$ cat config.mk
export PLATFORM = sky130hd
export DESIGN_NAME = tfl_regs
export DESIGN_NICKNAME = d
export VERILOG_FILES = /design/src/tfl_pkg.sv /design/src/tfl_bit_ser.sv /design/src/tfl_regs.sv
export SDC_FILE = /design/constraint.sdc
export NUM_CORES = 1
export LEC_CHECK = 0
export BUFFER_PORTS_ARGS = -buffer_cell sky130_fd_sc_hd__buf_2
export CORE_MARGIN = 2
export CORE_UTILIZATION = 40
export CTS_CLUSTER_SIZE = 20
export DETAILED_ROUTE_END_ITERATION = 12
export MAX_ROUTING_LAYER = met4
export PLACE_DENSITY = 0.55
export SETUP_SLACK_MARGIN = 0.1
export SYNTH_ARGS = -nofsm -noshare
export SYNTH_HDL_FRONTEND = slang
export SYNTH_SLANG_ARGS = --single-unit
export TNS_END_PERCENT = 1
$ cat constraint.sdc
create_clock -name ref_clk_i -period 3.15 [get_ports ref_clk_i]
set_input_delay 0.63 -clock ref_clk_i [delete_from_list [all_inputs] [get_ports ref_clk_i]]
set_output_delay 0.63 -clock ref_clk_i [all_outputs]
set_load 0.02 [all_outputs]
$ cat src/tfl_pkg.sv
// constants, types and field layout for the tx frame length and target state register bank
// What this block does
// - target state is a 4-bit code; idle, ready, active and starred states, two reserved
// - target state display bits 7 to 4 read zero; code sits in bits 3 to 0
// - full-byte count is 13 bits, max 8191: high 8 bits, then bits 7..3
// - bits 2..0 of second length register give trailing bits; zero sends whole bytes
// - trailing partial byte goes out least significant bit first
// - ISO-A anticollision frames may end in a split partial byte
// - no parity bits are generated when ISO-A partial-bit transmission is used
// - anticollision set, idle card, trailing bits nonzero: REQA or WUPA raises parity interrupt
package tfl_pkg;

  // register addresses
  localparam logic [7:0] ADDR_TGT_STATE = 8'h21;
  localparam logic [7:0] ADDR_CNT_HIGH  = 8'h22;
  localparam logic [7:0] ADDR_CNT_LOW   = 8'h23;
  localparam logic [7:0] ADDR_IRQ_STS   = 8'h30;
  localparam logic [7:0] ADDR_IRQ_MASK  = 8'h31;
  localparam logic [7:0] ADDR_CTRL      = 8'h32;

  // field layout
  localparam int NTX_W        = 13;
  localparam int NBTX_W       = 3;
  localparam int NTX_LOW_LSB  = 3;
  localparam int NBTX_LSB     = 0;
  localparam int STATE_W      = 4;
  localparam int CTRL_ANCTL   = 0;
  localparam int CTRL_ISOA    = 1;
  localparam int EVT_PAR      = 0;
  localparam int EVT_TXE      = 1;

  // reset values
  localparam logic [7:0] CNT_HIGH_RST = 8'h00;
  localparam logic [7:0] CNT_LOW_RST  = 8'h00;
  localparam logic [7:0] CTRL_RST     = 8'h02;
  localparam logic [7:0] MASK_RST     = 8'h00;
  localparam logic [7:0] STS_RST      = 8'h00;
  localparam logic [7:0] RD_NONE      = 8'h00;

  // short frame contents: seven bits, no parity
  localparam logic [7:0]        REQA_CODE  = 8'h26;
  localparam logic [7:0]        WUPA_CODE  = 8'h52;
  localparam logic [NBTX_W-1:0] SHORT_BITS = 3'h7;

  // passive target state codes
  localparam logic [3:0] PTS_POWER_OFF = 4'h0;
  localparam logic [3:0] PTS_IDLE      = 4'h1;
  localparam logic [3:0] PTS_READY_L1  = 4'h2;
  localparam logic [3:0] PTS_READY_L2  = 4'h3;
  localparam logic [3:0] PTS_RSVD_A    = 4'h4;
  localparam logic [3:0] PTS_ACTIVE    = 4'h5;
  localparam logic [3:0] PTS_READY_L2S = 4'hb;
  localparam logic [3:0] PTS_RSVD_B    = 4'hc;
  localparam logic [3:0] PTS_ACTIVE_S  = 4'hd;

  typedef enum logic [1:0] {
    CMD_TX_CRC   = 2'h0,
    CMD_TX_NOCRC = 2'h1,
    CMD_REQA     = 2'h2,
    CMD_WUPA     = 2'h3
  } tfl_cmd_t;

  // serializer states, gray along idle-data-parity-done
  typedef enum logic [1:0] {
    SER_IDLE = 2'b00,
    SER_DATA = 2'b01,
    SER_PAR  = 2'b11,
    SER_DONE = 2'b10
  } tfl_ser_state_t;

  typedef struct packed {
    logic [7:0] addr;
    logic [7:0] wdata;
    logic       we;
    logic       re;
  } tfl_bus_req_t;

  typedef struct packed {
    logic [NTX_W-1:0]  bytes;
    logic [NBTX_W-1:0] bits;
    logic              parity;
  } tfl_frame_cfg_t;

  // display value: reserved upper nibble forced to zero
  function automatic logic [7:0] tfl_state_byte(input logic [3:0] code);
    return {4'h0, code};
  endfunction

endpackage

$ cat src/tfl_bit_ser.sv
// bit serializer: full bytes with optional odd parity, then a partial trailing byte
`timescale 1ns/10ps
module tfl_bit_ser (
  input  wire logic            ref_clk_i,
  input  wire logic            rst_i,
  input  wire logic            ce_i,
  input  wire logic            start_i,
  input  tfl_pkg::tfl_frame_cfg_t cfg_i,
  input  wire logic [7:0]      byte_i,
  input  wire logic            tick_i,
  output logic                 take_o,
  output logic                 bit_o,
  output logic                 bit_valid_o,
  output logic                 done_o,
  output logic                 idle_o
);
  import tfl_pkg::*;

  tfl_ser_state_t     st_q;
  logic [NTX_W-1:0]   left_q;
  logic [NTX_W-1:0]   nxt_left;
  logic [NBTX_W-1:0]  bits_q;
  logic [2:0]         idx_q;
  logic [2:0]         top;
  logic               par_en_q;
  logic               last_q;
  logic               par_q;
  logic               nxt_end;
  logic [7:0]         sh_q;

  // last index of the current byte; partial byte stops after bits_q bits
  assign top      = last_q ? 3'(bits_q - 3'h1) : 3'h7;
  assign nxt_left = NTX_W'(left_q - 1'b1);
  assign nxt_end  = (nxt_left == '0) && (bits_q == '0);

  // frame walk; trailing-bit count and parity enable stay frozen from start to done, the byte count steps down
  always_ff @(posedge ref_clk_i) begin
    if (rst_i) begin
      st_q        <= SER_IDLE;
      left_q      <= '0;
      bits_q      <= '0;
      par_en_q    <= 1'b0;
      last_q      <= 1'b0;
      par_q       <= 1'b0;
      idx_q       <= 3'h0;
      sh_q        <= 8'h00;
      take_o      <= 1'b0;
      bit_o       <= 1'b0;
      bit_valid_o <= 1'b0;
      done_o      <= 1'b0;
      idle_o      <= 1'b1;
    end else if (ce_i) begin
      take_o      <= 1'b0;
      bit_valid_o <= 1'b0;
      done_o      <= 1'b0;
      case (st_q)
        SER_IDLE: begin
          if (start_i) begin
            left_q   <= cfg_i.bytes;
            bits_q   <= cfg_i.bits;
            par_en_q <= cfg_i.parity;
            idle_o   <= 1'b0;
            if (cfg_i.bytes == '0 && cfg_i.bits == '0) begin
              st_q <= SER_DONE;
            end else begin
              sh_q   <= byte_i;
              take_o <= 1'b1;
              idx_q  <= 3'h0;
              par_q  <= 1'b0;
              last_q <= (cfg_i.bytes == '0);
              st_q   <= SER_DATA;
            end
          end
        end
        SER_DATA: begin
          if (tick_i) begin
            bit_o       <= sh_q[0];
            bit_valid_o <= 1'b1;
            sh_q        <= {1'b0, sh_q[7:1]};
            par_q       <= par_q ^ sh_q[0];
            idx_q       <= 3'(idx_q + 3'h1);
            if (idx_q == top) begin
              if (last_q) begin
                st_q <= SER_DONE;
              end else if (par_en_q) begin
                st_q <= SER_PAR;
              end else if (nxt_end) begin
                st_q <= SER_DONE;
              end else begin
                left_q <= nxt_left;
                sh_q   <= byte_i;
                take_o <= 1'b1;
                idx_q  <= 3'h0;
                par_q  <= 1'b0;
                last_q <= (nxt_left == '0);
              end
            end
          end
        end
        SER_PAR: begin
          if (tick_i) begin
            bit_o       <= ~par_q; // odd parity over the byte
            bit_valid_o <= 1'b1;
            if (nxt_end) begin
              st_q <= SER_DONE;
            end else begin
              left_q <= nxt_left;
              sh_q   <= byte_i;
              take_o <= 1'b1;
              idx_q  <= 3'h0;
              par_q  <= 1'b0;
              last_q <= (nxt_left == '0);
              st_q   <= SER_DATA;
            end
          end
        end
        default: begin
          done_o <= 1'b1;
          idle_o <= 1'b1;
          st_q   <= SER_IDLE;
        end
      endcase
    end
  end

  // parity state is only reachable when parity was enabled at start
  property p_no_par_state;
    @(posedge ref_clk_i) disable iff (rst_i)
      (st_q == SER_PAR) |-> par_en_q;
  endproperty
  a_no_par_state: assert property (p_no_par_state) else $error("parity state without parity");

  // trailing-bit count and parity enable hold while a frame is running
  property p_cfg_hold;
    @(posedge ref_clk_i) disable iff (rst_i)
      (st_q != SER_IDLE && st_q != SER_DONE) |=> $stable(bits_q) && $stable(par_en_q);
  endproperty
  a_cfg_hold: assert property (p_cfg_hold) else $error("frame counts changed mid frame");

  // the first bit of a loaded byte is its least significant bit
  property p_lsb_first;
    @(posedge ref_clk_i) disable iff (rst_i)
      (ce_i && st_q == SER_DATA && tick_i && idx_q == 3'h0) |=> (bit_valid_o && bit_o == $past(sh_q[0]));
  endproperty
  a_lsb_first: assert property (p_lsb_first) else $error("first bit is not the lsb");

endmodule

$ cat src/tfl_regs.sv
// register bank for target state display and tx frame length, with command start and interrupt
`timescale 1ns/10ps
module tfl_regs (
  input  wire logic                  ref_clk_i,
  input  wire logic                  rst_i,
  input  wire logic                  ce_i,
  input  tfl_pkg::tfl_bus_req_t      bus_i,
  output logic [7:0]                 rd_data_o,
  input  wire logic [3:0]            pta_state_i,
  input  wire logic                  cmd_valid_i,
  input  tfl_pkg::tfl_cmd_t          cmd_i,
  input  wire logic [7:0]            tx_byte_i,
  input  wire logic                  bit_tick_i,
  output logic                       tx_byte_take_o,
  output logic                       tx_bit_o,
  output logic                       tx_bit_valid_o,
  output logic                       tx_crc_en_o,
  output logic                       tx_busy_o,
  output logic                       tx_done_o,
  output logic                       irq_o
);
  import tfl_pkg::*;

  logic [7:0]        cnt_high_q;
  logic [7:0]        cnt_low_q;
  logic [7:0]        ctrl_q;
  logic [7:0]        mask_q;
  logic [7:0]        mask_d;
  logic [7:0]        sts_q;
  logic [7:0]        sts_d;
  logic [7:0]        evt;
  logic [7:0]        w1c;
  logic              cmd_go;
  logic              is_short;
  logic              par_evt;
  logic              isoa;
  logic              short_q;
  logic [7:0]        short_code_q;
  logic [7:0]        ser_byte;
  logic              ser_done;
  logic              ser_idle;
  logic              start_q;
  logic [NTX_W-1:0]  ntx;
  logic [NBTX_W-1:0] nbtx;
  tfl_frame_cfg_t    cfg_d;
  tfl_frame_cfg_t    cfg_q;

  // length fields as the framer sees them
  assign ntx  = {cnt_high_q, cnt_low_q[7:NTX_LOW_LSB]};
  assign nbtx = cnt_low_q[NBTX_LSB +: NBTX_W];
  assign isoa = ctrl_q[CTRL_ISOA];

  // a command is taken only while no frame is in flight; others are dropped
  assign cmd_go   = ce_i && cmd_valid_i && !tx_busy_o && !start_q;
  assign is_short = (cmd_i == CMD_REQA) || (cmd_i == CMD_WUPA);

  // wrong trailing-bit setup for an idle card during anticollision
  assign par_evt = cmd_go && is_short && ctrl_q[CTRL_ANCTL]
                   && (pta_state_i == PTS_IDLE) && (nbtx != '0);

  // frame setup; trailing bits only honoured for ISO-A without CRC
  always_comb begin
    cfg_d = '0;
    if (is_short) begin
      cfg_d.bytes  = '0;
      cfg_d.bits   = SHORT_BITS;
      cfg_d.parity = 1'b0;
    end else if (cmd_i == CMD_TX_NOCRC && isoa) begin
      cfg_d.bytes  = ntx;
      cfg_d.bits   = nbtx;
      cfg_d.parity = (nbtx == '0);
    end else begin
      cfg_d.bytes  = ntx;
      cfg_d.bits   = '0;
      cfg_d.parity = isoa;
    end
  end

  // latch the frame at command time; the registers may change afterwards
  always_ff @(posedge ref_clk_i) begin
    if (rst_i) begin
      cfg_q        <= '0;
      start_q      <= 1'b0;
      short_q      <= 1'b0;
      short_code_q <= 8'h00;
      tx_crc_en_o  <= 1'b0;
    end else if (ce_i) begin
      start_q <= cmd_go;
      if (cmd_go) begin
        cfg_q        <= cfg_d;
        short_q      <= is_short;
        short_code_q <= (cmd_i == CMD_WUPA) ? WUPA_CODE : REQA_CODE;
        tx_crc_en_o  <= (cmd_i == CMD_TX_CRC);
      end
    end
  end

  // busy from the taken command until the serializer reports done
  always_ff @(posedge ref_clk_i) begin
    if (rst_i) begin
      tx_busy_o <= 1'b0;
      tx_done_o <= 1'b0;
    end else if (ce_i) begin
      tx_done_o <= ser_done;
      if (cmd_go) begin
        tx_busy_o <= 1'b1;
      end else if (ser_done) begin
        tx_busy_o <= 1'b0;
      end
    end
  end

  // short frames carry a fixed code instead of a host byte
  assign ser_byte = short_q ? short_code_q : tx_byte_i;

  tfl_bit_ser u_ser (
    .ref_clk_i   (ref_clk_i),
    .rst_i       (rst_i),
    .ce_i        (ce_i),
    .start_i     (start_q),
    .cfg_i       (cfg_q),
    .byte_i      (ser_byte),
    .tick_i      (bit_tick_i),
    .take_o      (tx_byte_take_o),
    .bit_o       (tx_bit_o),
    .bit_valid_o (tx_bit_valid_o),
    .done_o      (ser_done),
    .idle_o      (ser_idle)
  );

  // length, mask and control registers
  always_ff @(posedge ref_clk_i) begin
    if (rst_i) begin
      cnt_high_q <= CNT_HIGH_RST;
      cnt_low_q  <= CNT_LOW_RST;
      ctrl_q     <= CTRL_RST;
      mask_q     <= MASK_RST;
    end else if (ce_i && bus_i.we) begin
      if (bus_i.addr == ADDR_CNT_HIGH) begin
        cnt_high_q <= bus_i.wdata;
      end else if (bus_i.addr == ADDR_CNT_LOW) begin
        cnt_low_q <= bus_i.wdata;
      end else if (bus_i.addr == ADDR_IRQ_MASK) begin
        mask_q <= bus_i.wdata;
      end else if (bus_i.addr == ADDR_CTRL) begin
        ctrl_q <= bus_i.wdata & 8'h03;
      end
    end
  end

  // sticky events: a set in the clearing cycle survives the clear
  always_comb begin
    evt          = 8'h00;
    evt[EVT_PAR] = par_evt;
    evt[EVT_TXE] = ser_done;
    w1c          = (bus_i.we && bus_i.addr == ADDR_IRQ_STS) ? bus_i.wdata : 8'h00;
    sts_d        = (sts_q & ~w1c) | evt;
    mask_d       = (bus_i.we && bus_i.addr == ADDR_IRQ_MASK) ? bus_i.wdata : mask_q;
  end

  // status and line; a mask write counts at once, so irq never lags the registers
  always_ff @(posedge ref_clk_i) begin
    if (rst_i) begin
      sts_q <= STS_RST;
      irq_o <= 1'b0;
    end else if (ce_i) begin
      sts_q <= sts_d;
      irq_o <= |(sts_d & mask_d);
    end
  end

  // read port: data stands in the cycle after the strobe; unmapped reads zero
  always_ff @(posedge ref_clk_i) begin
    if (rst_i) begin
      rd_data_o <= RD_NONE;
    end else if (ce_i && bus_i.re) begin
      if (bus_i.addr == ADDR_TGT_STATE) begin
        rd_data_o <= tfl_state_byte(pta_state_i);
      end else if (bus_i.addr == ADDR_CNT_HIGH) begin
        rd_data_o <= cnt_high_q;
      end else if (bus_i.addr == ADDR_CNT_LOW) begin
        rd_data_o <= cnt_low_q;
      end else if (bus_i.addr == ADDR_IRQ_STS) begin
        rd_data_o <= sts_q;
      end else if (bus_i.addr == ADDR_IRQ_MASK) begin
        rd_data_o <= mask_q;
      end else if (bus_i.addr == ADDR_CTRL) begin
        rd_data_o <= ctrl_q;
      end else begin
        rd_data_o <= RD_NONE;
      end
    end
  end

  // state display carries the live code with a zero upper nibble
  property p_state_read;
    @(posedge ref_clk_i) disable iff (rst_i)
      (ce_i && bus_i.re && bus_i.addr == ADDR_TGT_STATE)
        |=> (rd_data_o[3:0] == $past(pta_state_i));
  endproperty
  a_state_read: assert property (p_state_read) else $error("state code readback wrong");

  property p_state_rsvd;
    @(posedge ref_clk_i) disable iff (rst_i)
      (ce_i && bus_i.re && bus_i.addr == ADDR_TGT_STATE) |=> (rd_data_o[7:4] == 4'h0);
  endproperty
  a_state_rsvd: assert property (p_state_rsvd) else $error("state upper nibble not zero");

  // written high count shows up in the upper bits of the 13-bit length
  property p_ntx_high;
    @(posedge ref_clk_i) disable iff (rst_i)
      (ce_i && bus_i.we && bus_i.addr == ADDR_CNT_HIGH)
        |=> (ntx[NTX_W-1:5] == $past(bus_i.wdata));
  endproperty
  a_ntx_high: assert property (p_ntx_high) else $error("byte count high bits wrong");

  property p_nbtx_low;
    @(posedge ref_clk_i) disable iff (rst_i)
      (ce_i && bus_i.we && bus_i.addr == ADDR_CNT_LOW)
        |=> (nbtx == $past(bus_i.wdata[2:0]) && ntx[4:0] == $past(bus_i.wdata[7:3]));
  endproperty
  a_nbtx_low: assert property (p_nbtx_low) else $error("low length fields wrong");

  // the illegal short-frame setup raises the parity event on the next edge
  property p_par_irq;
    @(posedge ref_clk_i) disable iff (rst_i)
      par_evt |=> sts_q[EVT_PAR];
  endproperty
  a_par_irq: assert property (p_par_irq) else $error("parity event not raised");

  // frame counts are captured from the registers when the command is taken
  property p_capture;
    @(posedge ref_clk_i) disable iff (rst_i)
      (cmd_go && cmd_i == CMD_TX_NOCRC && isoa)
        |=> (cfg_q.bytes == $past(ntx) && cfg_q.bits == $past(nbtx) && start_q);
  endproperty
  a_capture: assert property (p_capture) else $error("frame counts not captured");

  // a partial trailer never comes with parity enabled
  property p_trailer_nopar;
    @(posedge ref_clk_i) disable iff (rst_i)
      (start_q && cfg_q.bits != '0) |-> !cfg_q.parity;
  endproperty
  a_trailer_nopar: assert property (p_trailer_nopar) else $error("parity with partial byte");

  // no bit leaves the serializer while it is idle and no frame is busy
  property p_quiet_idle;
    @(posedge ref_clk_i) disable iff (rst_i)
      (!tx_busy_o && !start_q && ser_idle) |=> !tx_bit_valid_o;
  endproperty
  a_quiet_idle: assert property (p_quiet_idle) else $error("bit sent outside a frame");

  // a one written to a status bit clears it when no event arrives alongside
  property p_w1c;
    @(posedge ref_clk_i) disable iff (rst_i)
      (ce_i && bus_i.we && bus_i.addr == ADDR_IRQ_STS && evt == 8'h00)
        |=> ((sts_q & $past(bus_i.wdata)) == 8'h00);
  endproperty
  a_w1c: assert property (p_w1c) else $error("status bit not cleared");

  // the line follows status and mask with no extra cycle of lag
  property p_irq_level;
    @(posedge ref_clk_i) disable iff (rst_i)
      ce_i
        |=> (irq_o == (|(sts_q & mask_q)));
  endproperty
  a_irq_level: assert property (p_irq_level) else $error("irq line disagrees with status");

  // the parity status bit only rises after the illegal short-frame setup
  property p_par_cause;
    @(posedge ref_clk_i) disable iff (rst_i)
      (!sts_q[EVT_PAR] ##1 sts_q[EVT_PAR])
        |-> $past(par_evt);
  endproperty
  a_par_cause: assert property (p_par_cause) else $error("parity status without cause");

  // a command during a frame is dropped and leaves the latched counts alone
  property p_busy_drop;
    @(posedge ref_clk_i) disable iff (rst_i)
      (ce_i && cmd_valid_i && tx_busy_o)
        |=> (!start_q && $stable(cfg_q));
  endproperty
  a_busy_drop: assert property (p_busy_drop) else $error("command taken while busy");

  // trailing bits only count for iso-a without crc; other non-short frames send whole bytes
  property p_bits_forced;
    @(posedge ref_clk_i) disable iff (rst_i)
      (cmd_go && !is_short && !(cmd_i == CMD_TX_NOCRC && isoa))
        |=> (cfg_q.bits == '0 && cfg_q.parity == $past(isoa));
  endproperty
  a_bits_forced: assert property (p_bits_forced) else $error("trailing bits not dropped");

  // short frames are seven bits with no parity and no full byte
  property p_short_cfg;
    @(posedge ref_clk_i) disable iff (rst_i)
      (cmd_go && is_short)
        |=> (cfg_q.bytes == '0 && cfg_q.bits == SHORT_BITS && !cfg_q.parity);
  endproperty
  a_short_cfg: assert property (p_short_cfg) else $error("short frame setup wrong");

  // the done pulse comes with the port free again for the next command
  property p_done_free;
    @(posedge ref_clk_i) disable iff (rst_i)
      tx_done_o
        |-> (!tx_busy_o && ser_idle);
  endproperty
  a_done_free: assert property (p_done_free) else $error("busy still set at done");

endmodule

## Yosys cells after proc, flatten, opt, wreduce, memory -nomap -nowiden

Index checks and enable logic that the tools add are counted.
W data, S select, Z words.

| storage, ports and cells | value |
|---|---|
| register bits | 109 |
| input port bits | 37 |
| output and inout port bits | 15 |
| logic and storage cells | 193 |

| operators by class | value |
|---|---|
| add/subtract/negate cells | 3 |
| equal/unequal tests | 22 |
| mux-type cells | 88 |
| bitwise logic cells | 9 |
| reduce and logical (&&, ||, !) cells | 43 |

Operators with widths:

| cell | count |
|---|---|
| $mux W8 | 17 |
| $mux W13 | 7 |
| $eq A8 B6 Y1 const B | 6 |
| $pmux W13 S3 | 1 |
| $mux W1 | 33 |
| $mux W3 | 10 |
| $logic_not A13 Y1 | 2 |
| $pmux W8 S3 | 1 |
| $mux W2 | 10 |
| $mux W17 | 1 |
| $and A8 B8 Y8 | 2 |
| $reduce_and A8 Y1 | 2 |
| $logic_and A1 B1 Y1 | 14 |
| $ne A2 B2 Y1 const B | 7 |
| $sub A13 B1 Y13 const B | 1 |
| $logic_not A3 Y1 | 3 |
| $pmux W1 S3 | 3 |
| $pmux W3 S3 | 1 |
| $not A8 Y8 | 1 |
| $or A8 B2 Y8 | 1 |
| $reduce_and A4 Y1 | 2 |
| $reduce_or A8 Y1 | 1 |
| $mux W7 | 1 |
| $reduce_and A7 Y1 | 1 |
| 24 further kinds | 37 |

## Logic depth before layout (Yosys ltp)

Gate-level depths: netlist (run 1).

| logic depth | value |
|---|---|
| word-level depth | 10 |
| depth in mapped cells | 14 |
| mapped depth without buffers | 9 |

## Hierarchy

A second synthesis (run 1) with hierarchy kept.

| unflattened totals | value |
|---|---|
| cell total of the unflattened synthesis | 724 |
| area, all modules | 5885.6 um^2 |

By module, submodules not included:

| module | times used | cells an instance | area each (um^2) | sequential area each (um^2) |
|---|---|---|---|---|
| tfl_regs | 1 | 370 | 3211.8 | 1361.3 |
| tfl_bit_ser | 1 | 354 | 2673.8 | 740.7 |

## Worst setup path before layout (run 1)

Ideal clock, no wire load.

| timing | value |
|---|---|
| kind | register -> register |
| from | register u_ser.left_q[0] |
| to | register u_ser.idx_q[0] |
| setup time | 0.085 ns |
| data arrival time | 2.635 ns |
| required time | 3.065 ns |
| path slack | 0.430 ns |
| stages on the path, launching flop included | 14 |
| buffers on the path | 4 |
| period minus slack after synthesis | 2.720 ns |
| cells stage by stage | dfxtp_1 -> buf_2 -> inv_1 -> ha_1 -> buf_2 -> or4b_4 -> o21a_1 -> nor3_2 -> and4_1 -> buf_6 -> a221oi_4 -> buf_6 -> or3b_1 -> o31ai_2 |

| on the way | value |
|---|---|
| cells in the longest elaborated chain, start to end | 9 |
| elaborated cells on any way between the ends | 11 |
| those cells by class | add/sub: 1; eq/ne: 1; mux: 6; reduce/logical: 3 |

Ends and longest elaborated chain:

| item | RTL line | text |
|---|---|---|
| start: declaration | tfl_bit_ser.sv:20 | `logic [NTX_W-1:0] left_q;` |
| start signal: assignment | tfl_bit_ser.sv:59 | `left_q <= cfg_i.bytes;` |
| start signal: assignment | tfl_bit_ser.sv:90 | `left_q <= nxt_left;` |
| start signal: assignment | tfl_bit_ser.sv:107 | `left_q <= nxt_left;` |
| $sub A13 B1 Y13 * | tfl_bit_ser.sv:33 | `assign nxt_left = NTX_W'(left_q - 1'b1);` |
| $logic_not A13 Y1 * | tfl_bit_ser.sv:34 | `assign nxt_end = (nxt_left == '0) && (bits_q == '0);` |
| $logic_and A1 B1 Y1 * | tfl_bit_ser.sv:34 |  |
| $mux W3 | tfl_bit_ser.sv:87 | `end else if (nxt_end) begin` |
| $mux W3 | tfl_bit_ser.sv:85 | `end else if (par_en_q) begin` |
| $mux W3 | tfl_bit_ser.sv:83 | `if (last_q) begin` |
| $mux W3 | tfl_bit_ser.sv:82 | `if (idx_q == top) begin` |
| $mux W3 | tfl_bit_ser.sv:76 | `if (tick_i) begin` |
| $pmux W3 S3 | tfl_bit_ser.sv:56 | `case (st_q)` |
| end signal: assignment | tfl_bit_ser.sv:81 | `idx_q <= 3'(idx_q + 3'h1);` |
| end: declaration | tfl_bit_ser.sv:23 | `logic [2:0] idx_q;` |

Every way passes the cells marked *; elsewhere a longest branch is shown, timed or not. The select of a mux whose other input is x is not followed.
A chain may end at the register's enable or synchronous reset.

## Worst setup path after layout (run 1)

| timing | value |
|---|---|
| from | register u_ser.left_q[0] |
| to | register u_ser.left_q[4] |

| on the way | value |
|---|---|
| cells in the longest elaborated chain, start to end | 9 |
| elaborated cells on any way between the ends | 10 |
| those cells by class | add/sub: 1; mux: 7; reduce/logical: 2 |

Ends and longest elaborated chain:

| item | RTL line |
|---|---|
| $sub A13 B1 Y13 * | tfl_bit_ser.sv:33 |
| $logic_not A13 Y1 | tfl_bit_ser.sv:34 |
| $logic_and A1 B1 Y1 | tfl_bit_ser.sv:34 |
| $mux W13 * | tfl_bit_ser.sv:87, tfl_bit_ser.sv:104 |
| $mux W13 | tfl_bit_ser.sv:85 |
| $mux W13 | tfl_bit_ser.sv:83 |
| $mux W13 | tfl_bit_ser.sv:82 |
| $mux W13 | tfl_bit_ser.sv:76 |
| $pmux W13 S3 * | tfl_bit_ser.sv:56 |

Marked as above.

==> impl_metrics.env, run 1 <==
export IMPL_grt_pass1_vias=4470
export IMPL_yosysSeqAreaShare_pct=38.76
export IMPL_ys_flop_type="dfxtp_1"
export IMPL_setup_tns_ns=0
export IMPL_min_path_type="register to register"
export IMPL_path_delay_family="simple AND/OR/NAND/NOR gates"
export IMPL_clkLatencyLatePin_ns=0.36
export IMPL_syn_num_nets=674
export IMPL_finalHoldViolations=0
export IMPL_r2r_end="u_ser.left_q[4]$_SDFFE_PP0P_"
export IMPL_ys_warn_count=0
export IMPL_cp_arrival_ns=3.07
export IMPL_r2r_slack_ns=0.28
export IMPL_drc=0
export IMPL_die_area_um2=14370
export IMPL_p_per_area_nw_per_um2=443.8
export IMPL_cts_sinks=104
export IMPL_root_buffer="clkbuf_16"
export IMPL_ys_types=76
export IMPL_power_frac_seq_pct=50.1
export IMPL_critPathCaptureType="register"
export IMPL_grt_pass1_wl_um=22780
export IMPL_num_fill_cells=1309
export IMPL_status="finished, final reports clean"
export IMPL_crit_required_ns=3.35
export IMPL_rsz0062_at_grt="false"
export IMPL_area_growth_synth_to_final_pct=13.70
export IMPL_fin_skew_ns=0.01004
export IMPL_hold_slack_ns=0.4628
export IMPL_routed_wl_um=13850
export IMPL_num_io_pins=52
export IMPL_fmax_mhz=348.8
export IMPL_rr_worst_depth=9
export IMPL_final_layout_size_suffix_gt1_share_pct=18.45
export IMPL_viasPerCell=5.583
export IMPL_synth_largest_area_cell="dfxtp_1"
export IMPL_avgSynthCellArea_um2=8.499
export IMPL_p_int_mw=2.003
export IMPL_period_share_pct=91.01
export IMPL_start_kind="register"
export IMPL_synth_top_area_share_pct=38.76
export IMPL_via_count=4734
export IMPL_synth_area_leaders="dfxtp_1 (39%), mux2i_1 (7.5%), nand2_1 (5.1%)"
export IMPL_ir_drop_mv=0.2997
export IMPL_finalSetupViolations=0
export IMPL_p_comb_share_pct=8.6
export IMPL_grt_max_degree=38
export IMPL_worst_pin_slew_ns=0.9279
export IMPL_fp_dieW_um=119.9
export IMPL_clkPwrFrac_pct=41.3
export IMPL_critPathSlowestCell="o21ai_0"
export IMPL_grt_remaining_overflow=0
export IMPL_syn_inst=632
export IMPL_critical_path_cell_chain="inv_1 -> ha_2 -> or4b_4 -> nor3_4 -> nor3_2 -> and4_1 -> buf_4 -> o21ai_0 -> o22ai_1"
export IMPL_crit_cells=9
export IMPL_total_leakage_power_nw=2.347
export IMPL_async_reset_ff_share_pct=0
export IMPL_hold_buffers=0
export IMPL_nets=709
export IMPL_critPathMaxFanout=10
export IMPL_rows=42
export IMPL_core_area_um2=13190
export IMPL_start_util_pct=40.72
export IMPL_min_path_cells=2
export IMPL_drt_iter0_drc=297
export IMPL_grt_antenna_before_repair=0
export IMPL_cts_made_buffers=9
export IMPL_grt_util_all_layers_pct=20.28
export IMPL_gp_congestion=0.8778
export IMPL_netlist_area_um2=5371
export IMPL_maxCapViolCount=0
export IMPL_cts_tree="yes"
export IMPL_p_sw_uw=707.3
export IMPL_p_sw_share_pct=26.10
export IMPL_maxSlewViolCount=0
export IMPL_cp_buffers_inverters=2
export IMPL_antenna_cells=0
export IMPL_min_period_ns=2.867
export IMPL_first_pass_iters=5
export IMPL_endpoint="u_ser.left_q[4]$_SDFFE_PP0P_"
export IMPL_relSlewSlack_pct=37.49
export IMPL_criticalPathCategory="register to register"
export IMPL_die_h_um=119.9
export IMPL_synth_edff_count=0
export IMPL_post_route_util_pct=46.30
export IMPL_io_buffer_count=51
export IMPL_critPathMaxStageDelay_ns=0.54
export IMPL_startpoint="u_ser.left_q[0]$_SDFFE_PP0P_"
export IMPL_wire_per_inst_um=16.33
export IMPL_cts_buffer_depth=2
export IMPL_htree_levels=3
export IMPL_clk_pin_slew_ns=0.07
export IMPL_drt_antenna_violating_nets=0
export IMPL_dpl_hpwl_um=10120
export IMPL_synth_ff_latch_count=104
export IMPL_rr_startpoint="u_ser.left_q[0]$_SDFFE_PP0P_"
stage by stage:
step	instance area, um2	power, mW	setup slack (ns)	instances
CTS	6067	2.739	0.1037	846
global route	6107	2.816	0.1255	848
floorplan	5371	1.534	0.4300	632
global placement	5768	1.616	0.2351	830
detailed placement	5768	1.620	0.1041	830
finish	6107	2.710	0.2833	848
cell usage after synthesis (all sizes together) (6+ instances only):
| cell | instances |
|---|---|
| dfxtp | 104 |
| inv | 16 |
| o31ai | 6 |
| a222oi | 6 |
| mux2i | 40 |
| a211oi | 6 |
| o21ai | 20 |
| nor4 | 8 |
| nand2 | 74 |
| and2 | 7 |
| nand3 | 15 |
| nor3 | 16 |
| buf | 14 |
| and3 | 11 |
| clkbuf | 31 |
| a21oi | 50 |
| o22ai | 10 |
| nand2b | 11 |
| mux2 | 10 |
| nor2 | 72 |
| nand3b | 14 |
how the worst min path moves through the flow:
stage | slack (ns) | from | end
after detailed placement | 0.46 | u_ser.bit_o$_SDFFE_PP0P_ | u_ser.bit_o$_SDFFE_PP0P_
after global placement | 0.44 | rd_data_o[2]$_SDFFE_PP0P_ | rd_data_o[2]$_SDFFE_PP0P_
after global routing | 0.48 | cfg_q[0]$_SDFFE_PP0P_ | u_ser.par_en_q$_SDFFE_PP0P_
after floorplan | 0.43 | cfg_q[0]$_SDFFE_PP0P_ | cfg_q[0]$_SDFFE_PP0P_
final | 0.46 | rd_data_o[2]$_SDFFE_PP0P_ | rd_data_o[2]$_SDFFE_PP0P_
after CTS | 0.47 | cfg_q[0]$_SDFFE_PP0P_ | u_ser.par_en_q$_SDFFE_PP0P_
cell families after synthesis:
logic type	Yosys count	synth area share, %
XOR/XNOR	3	0.4893
adder cells (fa/ha/maj)	5	1.165
AND/OR/NAND/NOR	265	25.58
multiplexers	50	9.550
AO/OA/AOI/OAI	144	19.12
flip-flops	104	38.76
buffers and inverters	61	5.334
final cells by class:
type,instances,area (um2),share of cell area (%)
clock inverters,6,60.06,0.9834
inverters,16,60.06,0.9834
flip-flops and latches,104,2082,34.09
repair buffers,69,406.6,6.658
multi-input cells,467,3039,49.76
well taps,176,220.2,3.606
clock buffers,10,239.0,3.913
metal layers:
layer  vias up  track usage [%]  wire [um]  share of wire, %
met3        20            3.945        565               4.1
met1      2244            26.72       6653                48
met2       115            31.54       6383                46
li1       2355                -          -                 -
met5         -                -          0                 0
met4         0            6.471        244               1.8
what timing repair did:
action,in CTS,in global routing
resized for setup,0,5
buffers inserted,0,2
endpoints found under the hold margin,0,0
endpoints found under the setup margin,0,18
power by group through the flow:
| stage | clock (mW) | sequential [mW] | combinational (mW) |
|---|---|---|---|
| after floorplan | 0 | 1.39 | 0.148 |
| after global placement | 0 | 1.39 | 0.228 |
| after detailed placement | 0 | 1.39 | 0.231 |
| after CTS | 1.15 | 1.36 | 0.232 |
| after global routing | 1.19 | 1.36 | 0.259 |
| final | 1.12 | 1.36 | 0.234 |
flip-flops by register name, summed over array words and instances (netlist names), 2 cells and up:
register / count
cfg_q: 17
cnt_high_q: 8
cnt_low_q: 8
ctrl_q: 2
mask_q: 8
rd_data_o: 8
short_code_q: 3
sts_q: 8
u_ser.bits_q: 3
u_ser.idx_q: 3
u_ser.left_q: 13
u_ser.sh_q: 8
u_ser.st_q: 2
layout by cell type, fill, tap and decap left out, drive strengths merged, types with 15 or more instances in the layout:
| master | instances |
|---|---|
| o21ai | 20 |
| buf | 69 |
| nand2 | 74 |
| dfxtp | 104 |
| nand3 | 15 |
| mux2i | 40 |
| nor3 | 16 |
| a21oi | 50 |
| nor2 | 72 |
| inv | 19 |
tightest hold or removal path, stage by stage (launching register included):
cell	delay, ns
dfxtp_1	0.31
nand2_1	0.05
a21oi_1	0.05
(Power assumes the default switching activity.)
==> run 2: changes to the inputs <==
--- a/config.mk
+++ b/config.mk
@@ -11,7 +11,7 @@
 export CTS_CLUSTER_SIZE = 20
 export DETAILED_ROUTE_END_ITERATION = 12
 export MAX_ROUTING_LAYER = met4
-export PLACE_DENSITY = 0.55
+export PLACE_DENSITY = 0.57
 export SETUP_SLACK_MARGIN = 0.1
 export SYNTH_ARGS = -nofsm -noshare
 export SYNTH_HDL_FRONTEND = slang
==> constraint.sdc (replaced) <==
create_clock -name ref_clk_i -period 2.4 [get_ports ref_clk_i]
set_input_delay 0.48 -clock ref_clk_i [delete_from_list [all_inputs] [get_ports ref_clk_i]]
set_output_delay 0.48 -clock ref_clk_i [all_outputs]
set_load 0.02 [all_outputs]
==> impl_metrics.env, run 2 (synthesis results as in run 1) <==
export IMPL_cts_tree="yes"
export IMPL_largestRegisters="cfg_q: 17 flops, u_ser.left_q: 13 flops"
export IMPL_criticalPathCategory="register to register"
export IMPL_p_sw_uw=880.6
export IMPL_rr_worst_depth=11
export IMPL_total_leakage_power_nw=2.651
export IMPL_cts_buffer_depth=2
export IMPL_drt_iter0_drc=279
export IMPL_critPathCaptureType="register"
export IMPL_worst_pin_slew_ns=0.8557
export IMPL_root_buffer="clkbuf_16"
export IMPL_maxCapViolCount=0
export IMPL_final_common_cell="dfxtp_1"
export IMPL_fin_area_um2=6605
export IMPL_min_period_ns=2.539
export IMPL_start_util_pct=40.72
export IMPL_maxSlewViolCount=0
export IMPL_period_share_pct=105.8
export IMPL_ir_drop_mv=0.2915
export IMPL_post_place_ws_ns=-0.2372
export IMPL_hold_buffers=0
export IMPL_viasPerCell=5.451
export IMPL_top_register="cfg_q"
export IMPL_drt_antenna_violating_nets=0
export IMPL_clk_pin_slew_ns=0.07
export IMPL_fin_skew_ns=0.006483
export IMPL_min_path_cells=3
export IMPL_grt_antenna_before_repair=0
export IMPL_min_path_type="input pin to register"
export IMPL_grt_pass1_wl_um=24090
export IMPL_dpl_hpwl_um=10590
export IMPL_first_pass_iters=5
export IMPL_final_layout_size_suffix_gt1_share_pct=25.90
export IMPL_htree_levels=3
export IMPL_finalSetupViolations=18
export IMPL_num_fill_cells=1287
export IMPL_gp_congestion=0.8675
export IMPL_mostFrequentLayoutCells="dfxtp_1 (102), nand2_1 (72), nor2_1 (70)"
export IMPL_crit_required_ns=2.65
export IMPL_largest_reg_flops=17
export IMPL_placed_area_um2=6213
export IMPL_antenna_cells=0
export IMPL_wire_per_inst_um=16.02
export IMPL_via_count=4895
export IMPL_relSlewSlack_pct=42.35
export IMPL_rsz0062_at_grt="true"
export IMPL_clkLatencyLatePin_ns=0.35
export IMPL_worst_slack_ns=-0.1394
export IMPL_grt_pass1_vias=4944
export IMPL_cp_arrival_ns=2.79
export IMPL_die_h_um=119.9
export IMPL_p_sw_share_pct=24.17
export IMPL_regArea_um2=2085
export IMPL_cts_sinks=104
export IMPL_finalHoldViolations=0
export IMPL_die_area_um2=14370
export IMPL_area_growth_synth_to_final_pct=22.97
export IMPL_clkPwrFrac_pct=41.6
export IMPL_nets=760
export IMPL_core_area_um2=13190
export IMPL_power_frac_seq_pct=48.9
export IMPL_drc=0
export IMPL_grt_max_degree=51
export IMPL_cts_made_buffers=9
export IMPL_multi_input_area_um2=3092
export IMPL_status="complete, but fails checks"
export IMPL_p_int_mw=2.762
export IMPL_fp_dieW_um=119.9
export IMPL_grt_remaining_overflow=0
export IMPL_grt_util_all_layers_pct=21.40
export IMPL_fmax_mhz=393.8
export IMPL_post_route_util_pct=50.08
export IMPL_rows=42
export IMPL_routed_wl_um=14390
export IMPL_critPathMaxFanout=14
export IMPL_io_buffer_count=51
export IMPL_p_per_area_nw_per_um2=551.5
export IMPL_start_kind="register"
export IMPL_violations="negative setup slack"
export IMPL_num_io_pins=52
export IMPL_p_comb_share_pct=9.5
==> run 2: cell types whose count changed in the layout (fill, tap and decap cells not counted), sizes merged <==
cell | before | now
buf | 69 | 120
clkbuf | 10 | 11
inv | 19 | 17
clkinvlp | 1 | 0
bufinv | 0 | 1
==> run 2: metal layers <==
| metal | vias up | global-route usage [%] | routed length, um |
|---|---|---|---|
| li1 | 2454 | - | - |
| met1 | 2331 | 27.55 | 6878 |
| met2 | 95 | 34.54 | 6807 |
| met3 | 15 | 4.135 | 522 |
| met4 | 0 | 5.882 | 178 |
| met5 | - | - | 0 |
==> run 2: worst max-delay path, stage by stage (launching register included) <==
cell and delay (ns):
dfxtp_2 0.32, inv_2 0.07, ha_4 0.13, or4b_4 0.50
nor3_4 0.21, nor3_2 0.08, and4_1 0.19, buf_6 0.14
a221oi_4 0.26, buf_12 0.18, nor2_1 0.05, a2111oi_2 0.31
==> run 2: cell type report <==
class	count	area share, %
clock buffers	11	3.826
well taps	176	3.334
clock inverters	4	0.7956
inverters	16	0.9093
repair buffers	120	12.77
flip-flops and latches	104	31.56
multi-input cells	467	46.81
==> run 2: timing repair <==
item / in CTS / in global routing
resized for setup: 7 / 9
setup buffers: 3 / 0
setup endpoints to repair: 28 / 29
pin swaps: 13 / 6
==> run 2: metrics by stage <==
stage | instances | setup TNS [ns] | hold WS [ns] | power (mW)
4_1_cts | 898 | -1.370 | 0.4107 | 3.683
6_report | 898 | -1.126 | 0.4209 | 3.643
3_5_place_dp | 880 | -3.479 | 0.4440 | 2.157
2_1_floorplan | 632 | -2.565 | 0.4321 | 2.014
3_3_place_gp | 880 | -1.782 | 0.4432 | 2.152
5_1_grt | 898 | -3.850 | 0.4236 | 3.782
==> run 2: worst paths after layout <==
path	from	slack, ns	end
max	u_ser.left_q[1]$_SDFFE_PP0P_	-0.14	u_ser.sh_q[4]$_SDFFE_PP0P_
min reg2reg	cfg_q[0]$_SDFFE_PP0P_	0.45	u_ser.par_en_q$_SDFFE_PP0P_
min	tx_byte_i[7]	0.42	u_ser.sh_q[7]$_SDFFE_PP0P_
max reg2reg	u_ser.left_q[1]$_SDFFE_PP0P_	-0.14	u_ser.sh_q[4]$_SDFFE_PP0P_
==> run 2: power by group through the flow <==
stage,Clock [mW],Sequential [mW],Combinational (mW)
6_report,1.52,1.78,0.346
5_1_grt,1.62,1.78,0.382
4_1_cts,1.56,1.78,0.344
3_5_place_dp,0,1.82,0.338
3_3_place_gp,0,1.82,0.333
2_1_floorplan,0,1.82,0.195
==> run 3: changes to the inputs <==
--- a/config.mk
+++ b/config.mk
@@ -12,8 +12,9 @@
 export DETAILED_ROUTE_END_ITERATION = 12
 export MAX_ROUTING_LAYER = met4
 export PLACE_DENSITY = 0.57
+export RECOVER_POWER = 25
 export SETUP_SLACK_MARGIN = 0.1
 export SYNTH_ARGS = -nofsm -noshare
 export SYNTH_HDL_FRONTEND = slang
 export SYNTH_SLANG_ARGS = --single-unit
-export TNS_END_PERCENT = 1
+export TNS_END_PERCENT = 50
==> impl_metrics.env, run 3 (synthesis results as in run 1) <==
export IMPL_dpl_hpwl_um=10340
export IMPL_min_path_type="input pin to register"
export IMPL_worst_slack_ns=-0.1554
export IMPL_via_count=4881
export IMPL_regArea_um2=2085
export IMPL_finalSetupViolations=22
export IMPL_total_leakage_power_nw=2.586
export IMPL_num_io_pins=52
export IMPL_area_growth_synth_to_final_pct=24.06
export IMPL_min_period_ns=2.555
export IMPL_die_area_um2=14370
export IMPL_clkLatencyLatePin_ns=0.35
export IMPL_wire_per_inst_um=16.14
export IMPL_maxSlewViolCount=0
export IMPL_ir_drop_mv=0.2844
export IMPL_drt_antenna_violating_nets=0
export IMPL_rows=42
export IMPL_grtUsageMet1_pct=27.86
export IMPL_finalHoldViolations=0
export IMPL_multi_input_area_um2=3164
export IMPL_dpl_cell_count=866
export IMPL_grt_util_all_layers_pct=21.12
export IMPL_crit_required_ns=2.65
export IMPL_p_sw_uw=893.2
export IMPL_totalPowerFinal_mw=3.790
export IMPL_p_comb_share_pct=9.2
export IMPL_first_pass_iters=7
export IMPL_routed_wl_um=14450
export IMPL_power_frac_seq_pct=47.0
export IMPL_cts_tree="yes"
export IMPL_worst_pin_slew_ns=1.108
export IMPL_nets=756
export IMPL_start_kind="register"
export IMPL_mostFrequentLayoutCells="dfxtp_1 (102), nand2_1 (69), nor2_1 (68)"
export IMPL_maxCapViolCount=0
export IMPL_root_buffer="clkbuf_16"
export IMPL_critPathMaxFanout=5
export IMPL_num_fill_cells=1279
export IMPL_largest_reg_flops=17
export IMPL_cts_sinks=104
export IMPL_hold_buffers=0
export IMPL_p_int_mw=2.897
export IMPL_cts_made_buffers=9
export IMPL_p_sw_share_pct=23.57
export IMPL_rsz0062_at_grt="true"
export IMPL_htree_levels=3
export IMPL_grt_pass1_vias=4838
export IMPL_grt_remaining_overflow=0
export IMPL_grt_antenna_before_repair=0
export IMPL_gp_congestion=0.9018
export IMPL_cts_buffer_depth=2
export IMPL_met3_usage_pct=3.565
export IMPL_cp_arrival_ns=2.80
export IMPL_gr_usage_met2_pct=33.11
export IMPL_clk_pin_slew_ns=0.07
export IMPL_final_layout_size_suffix_gt1_share_pct=25.17
export IMPL_fp_dieW_um=119.9
export IMPL_start_util_pct=40.72
export IMPL_violations="negative setup slack"
export IMPL_grt_busiest_layer="met2"
export IMPL_fin_skew_ns=0.008181
export IMPL_setup_tns_ns=-1.458
export IMPL_fmax_mhz=391.3
export IMPL_period_share_pct=106.5
export IMPL_antenna_cells=0
export IMPL_p_per_area_nw_per_um2=568.7
export IMPL_critPathCaptureType="register"
export IMPL_relSlewSlack_pct=26.14
export IMPL_grt_pass1_wl_um=23830
export IMPL_status="complete, but fails checks"
export IMPL_viasPerCell=5.454
export IMPL_clkPwrFrac_pct=43.8
export IMPL_grt_max_degree=62
export IMPL_final_common_cell="dfxtp_1"
export IMPL_drt_iter0_drc=325
export IMPL_layout_cells_non_filler=895
export IMPL_die_h_um=119.9
export IMPL_io_buffer_count=51
export IMPL_top_register="cfg_q"
export IMPL_post_route_util_pct=50.52
export IMPL_criticalPathCategory="register to register"
export IMPL_largestRegisters="cfg_q: 17 flops, u_ser.left_q: 13 flops"
export IMPL_core_area_um2=13190
export IMPL_drc=0
==> run 3: changes by cell type in the layout (fill, tap and decap cells not counted), sizes merged <==
cell | before | now
buf | 120 | 99
clkbuf | 11 | 29
clkinv | 2 | 0
clkinvlp | 0 | 2
bufinv | 1 | 2
inv | 17 | 16
==> run 3: area by class of cell <==
class                      count  share of cell area [%]
clock inverter                 4                   1.127
multi-input combinational    467                   47.48
tap                          176                   3.305
sequential                   104                   31.28
clock buffer                  12                   3.999
timing repair buffer         116                   11.90
inverter                      16                  0.9012
==> run 3: final timing paths <==
path                                     start                            to  slack (ns)  cells after the start
setup reg to reg  u_ser.left_q[1]$_SDFFE_PP0P_  u_ser.left_q[3]$_SDFFE_PP0P_       -0.16                     10
setup / recovery  u_ser.left_q[1]$_SDFFE_PP0P_  u_ser.left_q[3]$_SDFFE_PP0P_       -0.16                     10
hold / removal                    tx_byte_i[7]    u_ser.sh_q[7]$_SDFFE_PP0P_        0.44                      3
hold reg to reg          cfg_q[0]$_SDFFE_PP0P_   u_ser.par_en_q$_SDFFE_PP0P_        0.46                      2
==> run 3: per-layer routing <==
layer,vias to the layer above,routed length [um]
met4,0,231
met5,-,0
met1,2304,6897
li1,2453,-
met3,18,493
met2,106,6824
==> run 3: repair_timing <==
action                                 in CTS  in global routing
setup buffers                               2                 10
gates cloned                                0                  1
gates resized for setup                    12                 19
pin swaps                                  11                 15
setup endpoints to repair                  28                 30
endpoints found under the hold margin       0                  0
==> run 3: worst max-delay path, stage by stage, from the launching register on <==
cell and delay [ns]:
dfxtp_2 0.32, inv_2 0.07, ha_4 0.13, or4b_4 0.49, o21a_1 0.22, nor3_2 0.21
and4_4 0.29, buf_6 0.13, o21a_4 0.18, o21ai_4 0.07, a2111oi_4 0.34
==> run 3: stage by stage <==
step / area [um2] / setup WS, ns / hold slack, ns
4_1_cts: 6507 / -0.08051 / 0.4127
5_1_grt: 6664 / -0.2770 / 0.4248
6_report: 6664 / -0.1554 / 0.4352
2_1_floorplan: 5455 / -0.1974 / 0.4321
3_3_place_gp: 6123 / -0.1548 / 0.4441
3_5_place_dp: 6123 / -0.1792 / 0.4467
==> run 3: power groups by stage <==
| stage | Sequential (mW) | Combinational, mW | Clock, mW |
|---|---|---|---|
| after floorplan | 1.82 | 0.198 | 0 |
| after global placement | 1.82 | 0.324 | 0 |
| after detailed placement | 1.82 | 0.328 | 0 |
| after CTS | 1.78 | 0.332 | 1.70 |
| after global routing | 1.79 | 0.383 | 1.75 |
| final | 1.78 | 0.348 | 1.66 |
